## src/shared/pin_mode_pkg.sv

```systemverilog
// shared constants for the shared pin mode select block
package pin_mode_pkg;
    localparam int          BIT_TIME_CYCLES = 16;
    localparam int          DBG_CNT_W       = 4;
    localparam int          SPEEDUP_CYCLES  = 1;
    localparam logic        MODE_RUN        = 1'b0;
    localparam logic        MODE_BACKGROUND = 1'b1;
    localparam logic [1:0]  FUNC_PORT       = 2'h0;
    localparam logic [1:0]  FUNC_INTERRUPT  = 2'h1;
    localparam logic [1:0]  FUNC_TIMER_CLK  = 2'h2;
    localparam logic [1:0]  FUNC_RESET      = 2'h3;
    localparam int          SYNC_STAGES     = 2;
endpackage

```

## src/pin_sync.sv

```systemverilog
// two-flop synchroniser for an asynchronous pin level
module pin_sync
    import pin_mode_pkg::*;
(
    input  wire logic clk_i,
    input  wire logic rst_i,
    input  wire logic d_i,
    output logic      q_o
);
    logic meta;
    logic next_meta;
    logic next_q;

    always_comb begin
        next_meta = d_i;
        next_q    = meta;
    end

    // idles high: the pin pulls up when nobody drives it
    always_ff @(posedge clk_i) begin
        if (rst_i) begin
            meta <= 1'b1;
            q_o  <= 1'b1;
        end else begin
            meta <= next_meta;
            q_o  <= next_q;
        end
    end
endmodule // pin_sync

```

## src/bit_timer.sv

```systemverilog
// debug bit-time counter, one pulse per bit
module bit_timer
    import pin_mode_pkg::*;
#(
    parameter int CYCLES = BIT_TIME_CYCLES
) (
    input  wire logic clk_i,
    input  wire logic rst_i,
    input  wire logic run_i,
    input  wire logic dbg_tick_i,
    output logic      bit_end_o,
    output logic      first_o
);
    localparam int W = $clog2(CYCLES);
    logic [W-1:0] count;
    logic [W-1:0] next_count;

    always_comb begin
        next_count = count;
        if (!run_i) begin
            next_count = '0;
        end else if (dbg_tick_i) begin
            next_count = (count == W'(CYCLES - 1)) ? '0 : count + W'(1);
        end
    end

    always_ff @(posedge clk_i) begin
        if (rst_i) begin
            count <= '0;
        end else begin
            count <= next_count;
        end
    end

    assign bit_end_o = run_i && dbg_tick_i && (count == W'(CYCLES - 1));
    assign first_o   = run_i && (count == '0);
endmodule // bit_timer

```

## src/shared_pin_mode_select.sv

```systemverilog
// function selection and reset-time behaviour of the two shared pins
module shared_pin_mode_select
    import pin_mode_pkg::*;
(
    input  wire logic       REF_CLK_I,
    input  wire logic       RST_I,
    input  wire logic       POR_I,
    input  wire logic       FORCE_RESET_I,
    input  wire logic       OTHER_RESET_I,
    input  wire logic [1:0] FUNC_SEL_I,
    input  wire logic       FUNC_SEL_WE_I,
    input  wire logic       DEBUG_PIN_ENABLE_CLR_I,
    input  wire logic       PORT_A_BIT4_OUT_I,
    input  wire logic       DBG_TICK_I,
    input  wire logic       DBG_TX_ACTIVE_I,
    input  wire logic       DBG_TX_BIT_I,
    input  wire logic       SHARED_PIN_I,
    input  wire logic       BACKGROUND_DEBUG_PIN_I,
    output logic            BACKGROUND_DEBUG_PIN_O,
    output logic            BACKGROUND_DEBUG_PIN_OE_O,
    output logic            BACKGROUND_DEBUG_PULLUP_O,
    output logic            SHARED_PIN_OE_O,
    output logic            SHARED_PIN_PULLUP_O,
    output logic            EXT_RESET_REQ_O,
    output logic            IRQ_IN_O,
    output logic            BRANCH_INT_PIN_LEVEL_O,
    output logic            EXT_TIMER_CLOCK_IN_O,
    output logic            PORT_A_BIT5_INPUT_O,
    output logic [1:0]      FUNC_SEL_O,
    output logic            DEBUG_PIN_ENABLE_O,
    output logic            MODE_O,
    output logic            MODE_SELECT_PHASE_O,
    output logic            DBG_RX_BIT_O,
    output logic            DBG_RX_VALID_O
);
    typedef enum logic [2:0] {
        ST_IN_RESET = 3'b001,
        ST_SAMPLE   = 3'b010,
        ST_RUNNING  = 3'b100
    } phase_t;

    phase_t     phase;
    phase_t     next_phase;
    logic [1:0] func_sel;
    logic [1:0] next_func_sel;
    logic       debug_pin_enable;
    logic       next_debug_pin_enable;
    logic       mode;
    logic       next_mode;
    logic       mode_reset;
    logic       next_mode_reset;
    logic       shared_s;
    logic       dbg_s;
    logic       dbg_prev;
    logic       next_dbg_prev;
    logic       rx_run;
    logic       next_rx_run;
    logic       rx_bit;
    logic       next_rx_bit;
    logic       rx_valid;
    logic       next_rx_valid;
    logic       speedup;
    logic       next_speedup;
    logic       tx_prev;
    logic       next_tx_prev;
    logic       bit_end;
    logic       bit_first;
    logic       any_reset;
    logic       dbg_link_on;

    pin_sync u_shared_sync (
        .clk_i (REF_CLK_I),
        .rst_i (RST_I),
        .d_i   (SHARED_PIN_I),
        .q_o   (shared_s)
    );

    pin_sync u_dbg_sync (
        .clk_i (REF_CLK_I),
        .rst_i (RST_I),
        .d_i   (BACKGROUND_DEBUG_PIN_I),
        .q_o   (dbg_s)
    );

    bit_timer #(
        .CYCLES (BIT_TIME_CYCLES)
    ) u_bit_timer (
        .clk_i      (REF_CLK_I),
        .rst_i      (RST_I),
        .run_i      (rx_run),
        .dbg_tick_i (DBG_TICK_I),
        .bit_end_o  (bit_end),
        .first_o    (bit_first)
    );

    // pin-driven reset counts only while the function is selected
    // a stale synced low can trip one reset when this function is first picked
    assign EXT_RESET_REQ_O = (func_sel == FUNC_RESET) && !shared_s;
    assign any_reset       = POR_I || FORCE_RESET_I || OTHER_RESET_I || EXT_RESET_REQ_O;
    assign dbg_link_on     = (phase == ST_RUNNING) && debug_pin_enable;

    // function selection survives every reset except power-on
    always_comb begin
        next_func_sel = func_sel;
        if (POR_I) begin
            next_func_sel = FUNC_PORT;
        end else if (FUNC_SEL_WE_I && !any_reset) begin
            // writes during any reset are refused
            next_func_sel = FUNC_SEL_I;
        end
    end

    always_ff @(posedge REF_CLK_I) begin
        if (RST_I) begin
            func_sel <= FUNC_PORT;
        end else begin
            func_sel <= next_func_sel;
        end
    end

    // a reset in the same cycle as a clear wins
    always_comb begin
        next_debug_pin_enable = debug_pin_enable;
        if (any_reset) begin
            next_debug_pin_enable = 1'b1;
        end else if (DEBUG_PIN_ENABLE_CLR_I) begin
            // software clears it to hand the pin to the port
            next_debug_pin_enable = 1'b0;
        end
    end

    always_ff @(posedge REF_CLK_I) begin
        if (RST_I) begin
            debug_pin_enable <= 1'b1;
        end else begin
            debug_pin_enable <= next_debug_pin_enable;
        end
    end

    // flag keeps the kind of the last reset until the sample cycle
    always_comb begin
        next_mode       = mode;
        next_mode_reset = mode_reset;
        if (POR_I || FORCE_RESET_I) begin
            next_mode_reset = 1'b1;
        end else if (OTHER_RESET_I || EXT_RESET_REQ_O) begin
            next_mode_reset = 1'b0;
        end
        if (phase == ST_SAMPLE) begin
            // sampled at the rising edge of internal reset
            next_mode = (mode_reset && !dbg_s) ? MODE_BACKGROUND : MODE_RUN;
        end
    end

    always_ff @(posedge REF_CLK_I) begin
        if (RST_I) begin
            mode       <= MODE_RUN;
            mode_reset <= 1'b1;
        end else begin
            mode       <= next_mode;
            mode_reset <= next_mode_reset;
        end
    end

    // any reset source holds the pin in its mode-select role
    always_comb begin
        next_phase = phase;
        unique case (phase)
            ST_IN_RESET: begin
                if (!any_reset) begin
                    next_phase = ST_SAMPLE;
                end
            end
            ST_SAMPLE: begin
                // one cycle in which the synced pin is read as mode select
                next_phase = ST_RUNNING;
            end
            ST_RUNNING: begin
                if (any_reset) begin
                    next_phase = ST_IN_RESET;
                end
            end
        endcase
        if (any_reset) begin
            next_phase = ST_IN_RESET;
        end
    end

    always_ff @(posedge REF_CLK_I) begin
        if (RST_I) begin
            phase <= ST_IN_RESET;
        end else begin
            phase <= next_phase;
        end
    end

    // debug link receive: a falling edge opens one bit cell
    always_comb begin
        next_dbg_prev = dbg_s;
        next_rx_run   = rx_run;
        next_rx_bit   = rx_bit;
        next_rx_valid = 1'b0;
        if (!dbg_link_on) begin
            next_rx_run = 1'b0;
        end else if (!rx_run && dbg_prev && !dbg_s && !DBG_TX_ACTIVE_I) begin
            next_rx_run = 1'b1; // falling edge starts a bit
        end else if (rx_run) begin
            if (bit_first && DBG_TICK_I) begin
                next_rx_bit = 1'b0;
            end
            if (bit_end) begin
                next_rx_bit   = dbg_s; // late sample of the bit cell
                next_rx_valid = 1'b1;
                next_rx_run   = 1'b0;
            end
        end
    end

    always_ff @(posedge REF_CLK_I) begin
        if (RST_I) begin
            dbg_prev <= 1'b1;
            rx_run   <= 1'b0;
            rx_bit   <= 1'b0;
            rx_valid <= 1'b0;
        end else begin
            dbg_prev <= next_dbg_prev;
            rx_run   <= next_rx_run;
            rx_bit   <= next_rx_bit;
            rx_valid <= next_rx_valid;
        end
    end

    // brief high drive when released from a driven low
    always_comb begin
        next_tx_prev = DBG_TX_ACTIVE_I && DBG_TX_BIT_I;
        next_speedup = 1'b0;
        if (dbg_link_on && DBG_TX_ACTIVE_I && DBG_TX_BIT_I && !tx_prev) begin
            next_speedup = 1'b1;
        end
    end

    always_ff @(posedge REF_CLK_I) begin
        if (RST_I) begin
            speedup <= 1'b0;
            tx_prev <= 1'b0;
        end else begin
            speedup <= next_speedup;
            tx_prev <= next_tx_prev;
        end
    end

    // shared input pin: never driven, whatever function is selected
    assign SHARED_PIN_OE_O        = 1'b0;
    assign SHARED_PIN_PULLUP_O    = (func_sel == FUNC_RESET);
    assign IRQ_IN_O               = (func_sel == FUNC_INTERRUPT) ? shared_s : 1'b1;
    assign BRANCH_INT_PIN_LEVEL_O = (func_sel == FUNC_INTERRUPT) ? shared_s : 1'b1;
    assign EXT_TIMER_CLOCK_IN_O   = (func_sel == FUNC_TIMER_CLK) && shared_s;
    assign PORT_A_BIT5_INPUT_O    = (func_sel == FUNC_PORT) && shared_s;

    // debug pin: pseudo open drain, driven low or pulsed high; drives PORT_A_BIT4_OUT_I when running with the link off
    always_comb begin
        BACKGROUND_DEBUG_PIN_O    = 1'b0;
        BACKGROUND_DEBUG_PIN_OE_O = 1'b0;
        BACKGROUND_DEBUG_PULLUP_O = 1'b1;
        if (phase != ST_RUNNING) begin
            BACKGROUND_DEBUG_PIN_OE_O = 1'b0;
        end else if (dbg_link_on) begin
            if (DBG_TX_ACTIVE_I && !DBG_TX_BIT_I) begin
                BACKGROUND_DEBUG_PIN_OE_O = 1'b1;
            end else if (speedup) begin
                BACKGROUND_DEBUG_PIN_O    = 1'b1;
                BACKGROUND_DEBUG_PIN_OE_O = 1'b1;
            end
        end else begin
            BACKGROUND_DEBUG_PULLUP_O = 1'b0;
            BACKGROUND_DEBUG_PIN_O    = PORT_A_BIT4_OUT_I;
            BACKGROUND_DEBUG_PIN_OE_O = 1'b1;
        end
    end

    assign FUNC_SEL_O          = func_sel;
    assign DEBUG_PIN_ENABLE_O  = debug_pin_enable;
    assign MODE_O              = mode;
    assign MODE_SELECT_PHASE_O = (phase != ST_RUNNING);
    assign DBG_RX_BIT_O        = rx_bit;
    assign DBG_RX_VALID_O      = rx_valid;
endmodule // shared_pin_mode_select

```

## config.mk

```make
export PLATFORM = sky130hd
export DESIGN_NAME = shared_pin_mode_select
export DESIGN_NICKNAME = d
export VERILOG_FILES = /design/src/shared/pin_mode_pkg.sv /design/src/pin_sync.sv /design/src/bit_timer.sv /design/src/shared_pin_mode_select.sv
export SDC_FILE = /design/constraint.sdc
export NUM_CORES = 1
export LEC_CHECK = 0
export BUFFER_PORTS_ARGS = -buffer_cell sky130_fd_sc_hd__buf_2
export CORE_AREA = 3 3 52 54
export DETAILED_ROUTE_END_ITERATION = 10
export DIE_AREA = 0 0 55 57
export PLACE_DENSITY = 0.69
export SLEW_MARGIN = 20
export SYNTH_ARGS = -nofsm -noshare
export SYNTH_HDL_FRONTEND = slang
export SYNTH_SLANG_ARGS = --single-unit
```

## constraint.sdc

```tcl
create_clock -name REF_CLK_I -period 1.5 [get_ports REF_CLK_I]
set_input_delay 0.3 -clock REF_CLK_I [delete_from_list [all_inputs] [get_ports REF_CLK_I]]
set_output_delay 0.3 -clock REF_CLK_I [all_outputs]
set_load 0.03 [all_outputs]
```

==> results.txt <==
The run finished, with violations left. The final reports fail on setup timing. The clock transition at the registers of the reported paths is about 0.11 ns.

The die footprint is between 0.003 and 0.004 mm2. The count of distinct cell types in the synthesized netlist came out at 35. The internal power is 720 uW.

The register bit count reported by yosys is 22. The internal reg-to-reg setup slack is -0.19 ns. Of all cell types, the one taking the most synthesized area is dfxtp_1. The growth of design area from synthesis to finish came out at 39.2%. Of the total power, the share spent switching nets is 0.214.

The wire length of the first global-routing pass is 2950 um. The instance area at placement is 0.00118 mm2. The total length of routed met3 wires is between 80 and 90 um.

The worst setup path is launched from a flip-flop. STA classifies the critical path endpoint as an output port. Summed over all nets, the switching power comes to between 150 and 200 uW. The clock sink count came out at 22.

The post-synthesis cell area is ~950 um2. The depth of the CTS H-tree came out at 1. Dividing the detail-routed via count by the number of cells gives approximately 5. The via count of the first global-routing pass is 712. After detailed routing, no signal wire sits above met4. The initial antenna violation count came out at 0.

The maximum achievable frequency came out at between 500 and 600 MHz. Across every metal layer, demand over resource in global routing totals 0.125. The routability congestion estimate from global placement is ~0.87. The half-perimeter wire length after detailed placement came out at roughly 1400 um. The number of clock buffers inserted by TritonCTS is 3. The insertion delay of the later-clocked pin in the worst-skew pair is between 0.2 and 0.3 ns. The DRC violations left is 0. The maximum number of pins on one net before global-route repair is 14. The count of nets after finishing is ~160. The final total power came out at between 900 and 1000 uW. Dividing total power by cell area gives a power density of 690 mW/mm2.

The total of max-cap violations is 0. During synthesis, Yosys emitted a total of 0 warnings. Of the total power, registers draw 0.652. For this design the static power due to leakage is 0.000559 uW. The worst-case IR drop observed on VDD is approximately 0.5 mV.

The clock power share is 0.272. The post-route antenna net violation count came out at 0. The number of flip-flops under the largest register name came out at 4. The final critical-path required period is ~1.7 ns. Each instance of the synthesized netlist takes up on average 9.26 um2.

Adding up every negative setup slack in the final design gives -0.954 ns. TritonCTS built the clock tree. The largest buffer count on any clock path is 2. The floorplan step set the die height to 57 um. The final count of hold timing violations is 0. The data required time of the critical path is 1.20 ns. The antenna diode instance count came out at 0. The cell area after layout came out at 0.00133 mm2. The count of boundary I/O pins is 32. Setup repair after global routing could not meet its margin everywhere. STA puts the critical path data arrival time at roughly 1.4 ns. The overall routed net length is approximately 2000 um. The count of non-filler cells in the finished layout is 173. The top register by number of flip-flops is u_bit_timer.count.

The share of the yosys chip area belonging to registers is 0.462. The first routing iteration left 13 violations. The number of buffers added on ports came out at 30. The total instance count after detailed placement is between 150 and 200. Along the worst path, the maximum fanout reaches 4. The tree is rooted in a clkbuf_4. In the final layout, the share of cells above drive strength 1 is 0.476. The width of the die is roughly 55 um.

The worst-case setup slack after placement is -0.0242 ns. The pre-antenna-repair detailed-routing pass consisted of 4 iterations. The routed length on met1 came out at roughly 900 um. The length of routed met2 wiring is 976 um. The total grt overflow is 0.

The number of pins exceeding their max-slew limit in the final report came out at 0. The total number of placement rows is 17. The number of setup violations in the final report came out at 7. Sorting the synthesized cells by area gives the leading types as dfxtp_1 46%, nor2_1 4.3%, mux2i_1 4.2%.

The startpoint-to-endpoint class of the critical path is reg -> out. The type of the most critical hold path is in -> reg. The combinational fraction of design power is 0.077. The worst-case clock skew came out at 0.000837 ns. The count of mapped cells out of synthesis is 103. Of the post-synthesis cell area, the dominant cell type holds 0.462. The routed wire length per instance came out at roughly 11 um. The vias after detailed routing is 845. In the finished design, the share of the clock period the worst path needs comes to 1.14. The initial standard-cell utilization of the core came out at 0.423. In the post-route analysis, the smallest setup slack over all paths is -0.211 ns.

The placeable core region came out at approximately 0.0023 mm2. The net count after synthesis is 120.
## worst paths after layout
kind,startpoint,to,cells past startpoint
max reg2reg,phase[0],DBG_RX_BIT_O,5
min,BACKGROUND_DEBUG_PIN_I,u_dbg_sync.meta,2
max,phase[0],BACKGROUND_DEBUG_PULLUP_O,3
min reg2reg,tx_prev,speedup,1
## area by class of cell
type | count | area (um2)
Sequential cell | 22 | 453
Clock buffer | 3 | 22.5
Fill cell | 189 | 927
Timing Repair Buffer | 43 | 304
Inverter | 5 | 18.8
Multi-Input combinational cell | 72 | 494
Tap cell | 28 | 35.0
## critical path, stage by stage, from the launching register on
cell and delay, ns:
dfxtp_2 0.34, or3b_4 0.42, or2_1 0.23, buf_6 0.14
## cell usage after synthesis (all sizes together)
library cell / count
dfxtp: 22
nor2: 11
nand2: 7
or2: 7
inv: 5
nand2b: 5
nand3: 5
a21oi: 4
mux2i: 4
nor3b: 4
or3b: 4
buf: 3
and3b: 2
ha: 2
nor3: 2
or3: 2
a2111o: 1
a211oi: 1
a21o: 1
a31oi: 1
and2: 1
clkbuf: 1
conb: 1
nor2b: 1
nor4bb: 1
o21ai: 1
o32ai: 1
or4: 1
xnor2: 1
xor2: 1
## logic make-up (layout without fill, tap and decap cells)
logic type / after synthesis / after routing / synth area share
XOR/XNOR: 2 / 2 / 0.0184
adder cells (fa/ha/maj): 2 / 2 / 0.0262
other: 1 / 1 / 0.00393
AND/OR/NAND/NOR: 53 / 53 / 0.325
AO/OA/AOI/OAI: 10 / 10 / 0.0774
flip-flops: 22 / 22 / 0.462
buffers and inverters: 9 / 51 / 0.0446
multiplexers: 4 / 4 / 0.0420
## per-stage QoR
step | hold WS [ns] | utilization
2_1_floorplan | 0.373 | -
4_1_cts | 0.173 | 0.567
3_3_place_gp | 0.385 | 0.524
3_5_place_dp | 0.384 | 0.524
5_1_grt | 0.158 | 0.589
6_report | 0.183 | 0.589
## routing by layer
layer  vias to the layer above  global-route usage
met5                         -                   0
met4                         0              0.0382
met3                         2              0.0392
met2                        15               0.203
met1                       394               0.156
li1                        434                   -
## what timing repair did
action                     in CTS  in global routing
pin swaps                       3                  2
setup endpoints to repair       7                 12
hold buffers                    0                  0
gates resized for setup        17                 14
buffers inserted                4                  2
gates cloned                    0                  0
## cells in the final DEF, fill, tap and decap left out, drive strengths merged, types with 2 or more instances in the layout
master	count
nand3	5
nor2	11
nor3	2
or3	2
nor3b	4
ha	2
a21oi	4
inv	5
dfxtp	22
nand2	7
and3b	2
clkbuf	3
nand2b	5
mux2i	4
or2	7
buf	43
or3b	4
## power by group through the flow
stage          Sequential, uW  Clock (uW)  Combinational (uW)
6_report                  596         249                70.2
5_1_grt                   598         288                77.7
4_1_cts                   597         263                67.8
3_5_place_dp              613           0                66.1
3_3_place_gp              613           0                65.0
2_1_floorplan             614           0                34.6
No activity file was read; power rests on OpenSTA's default activity.
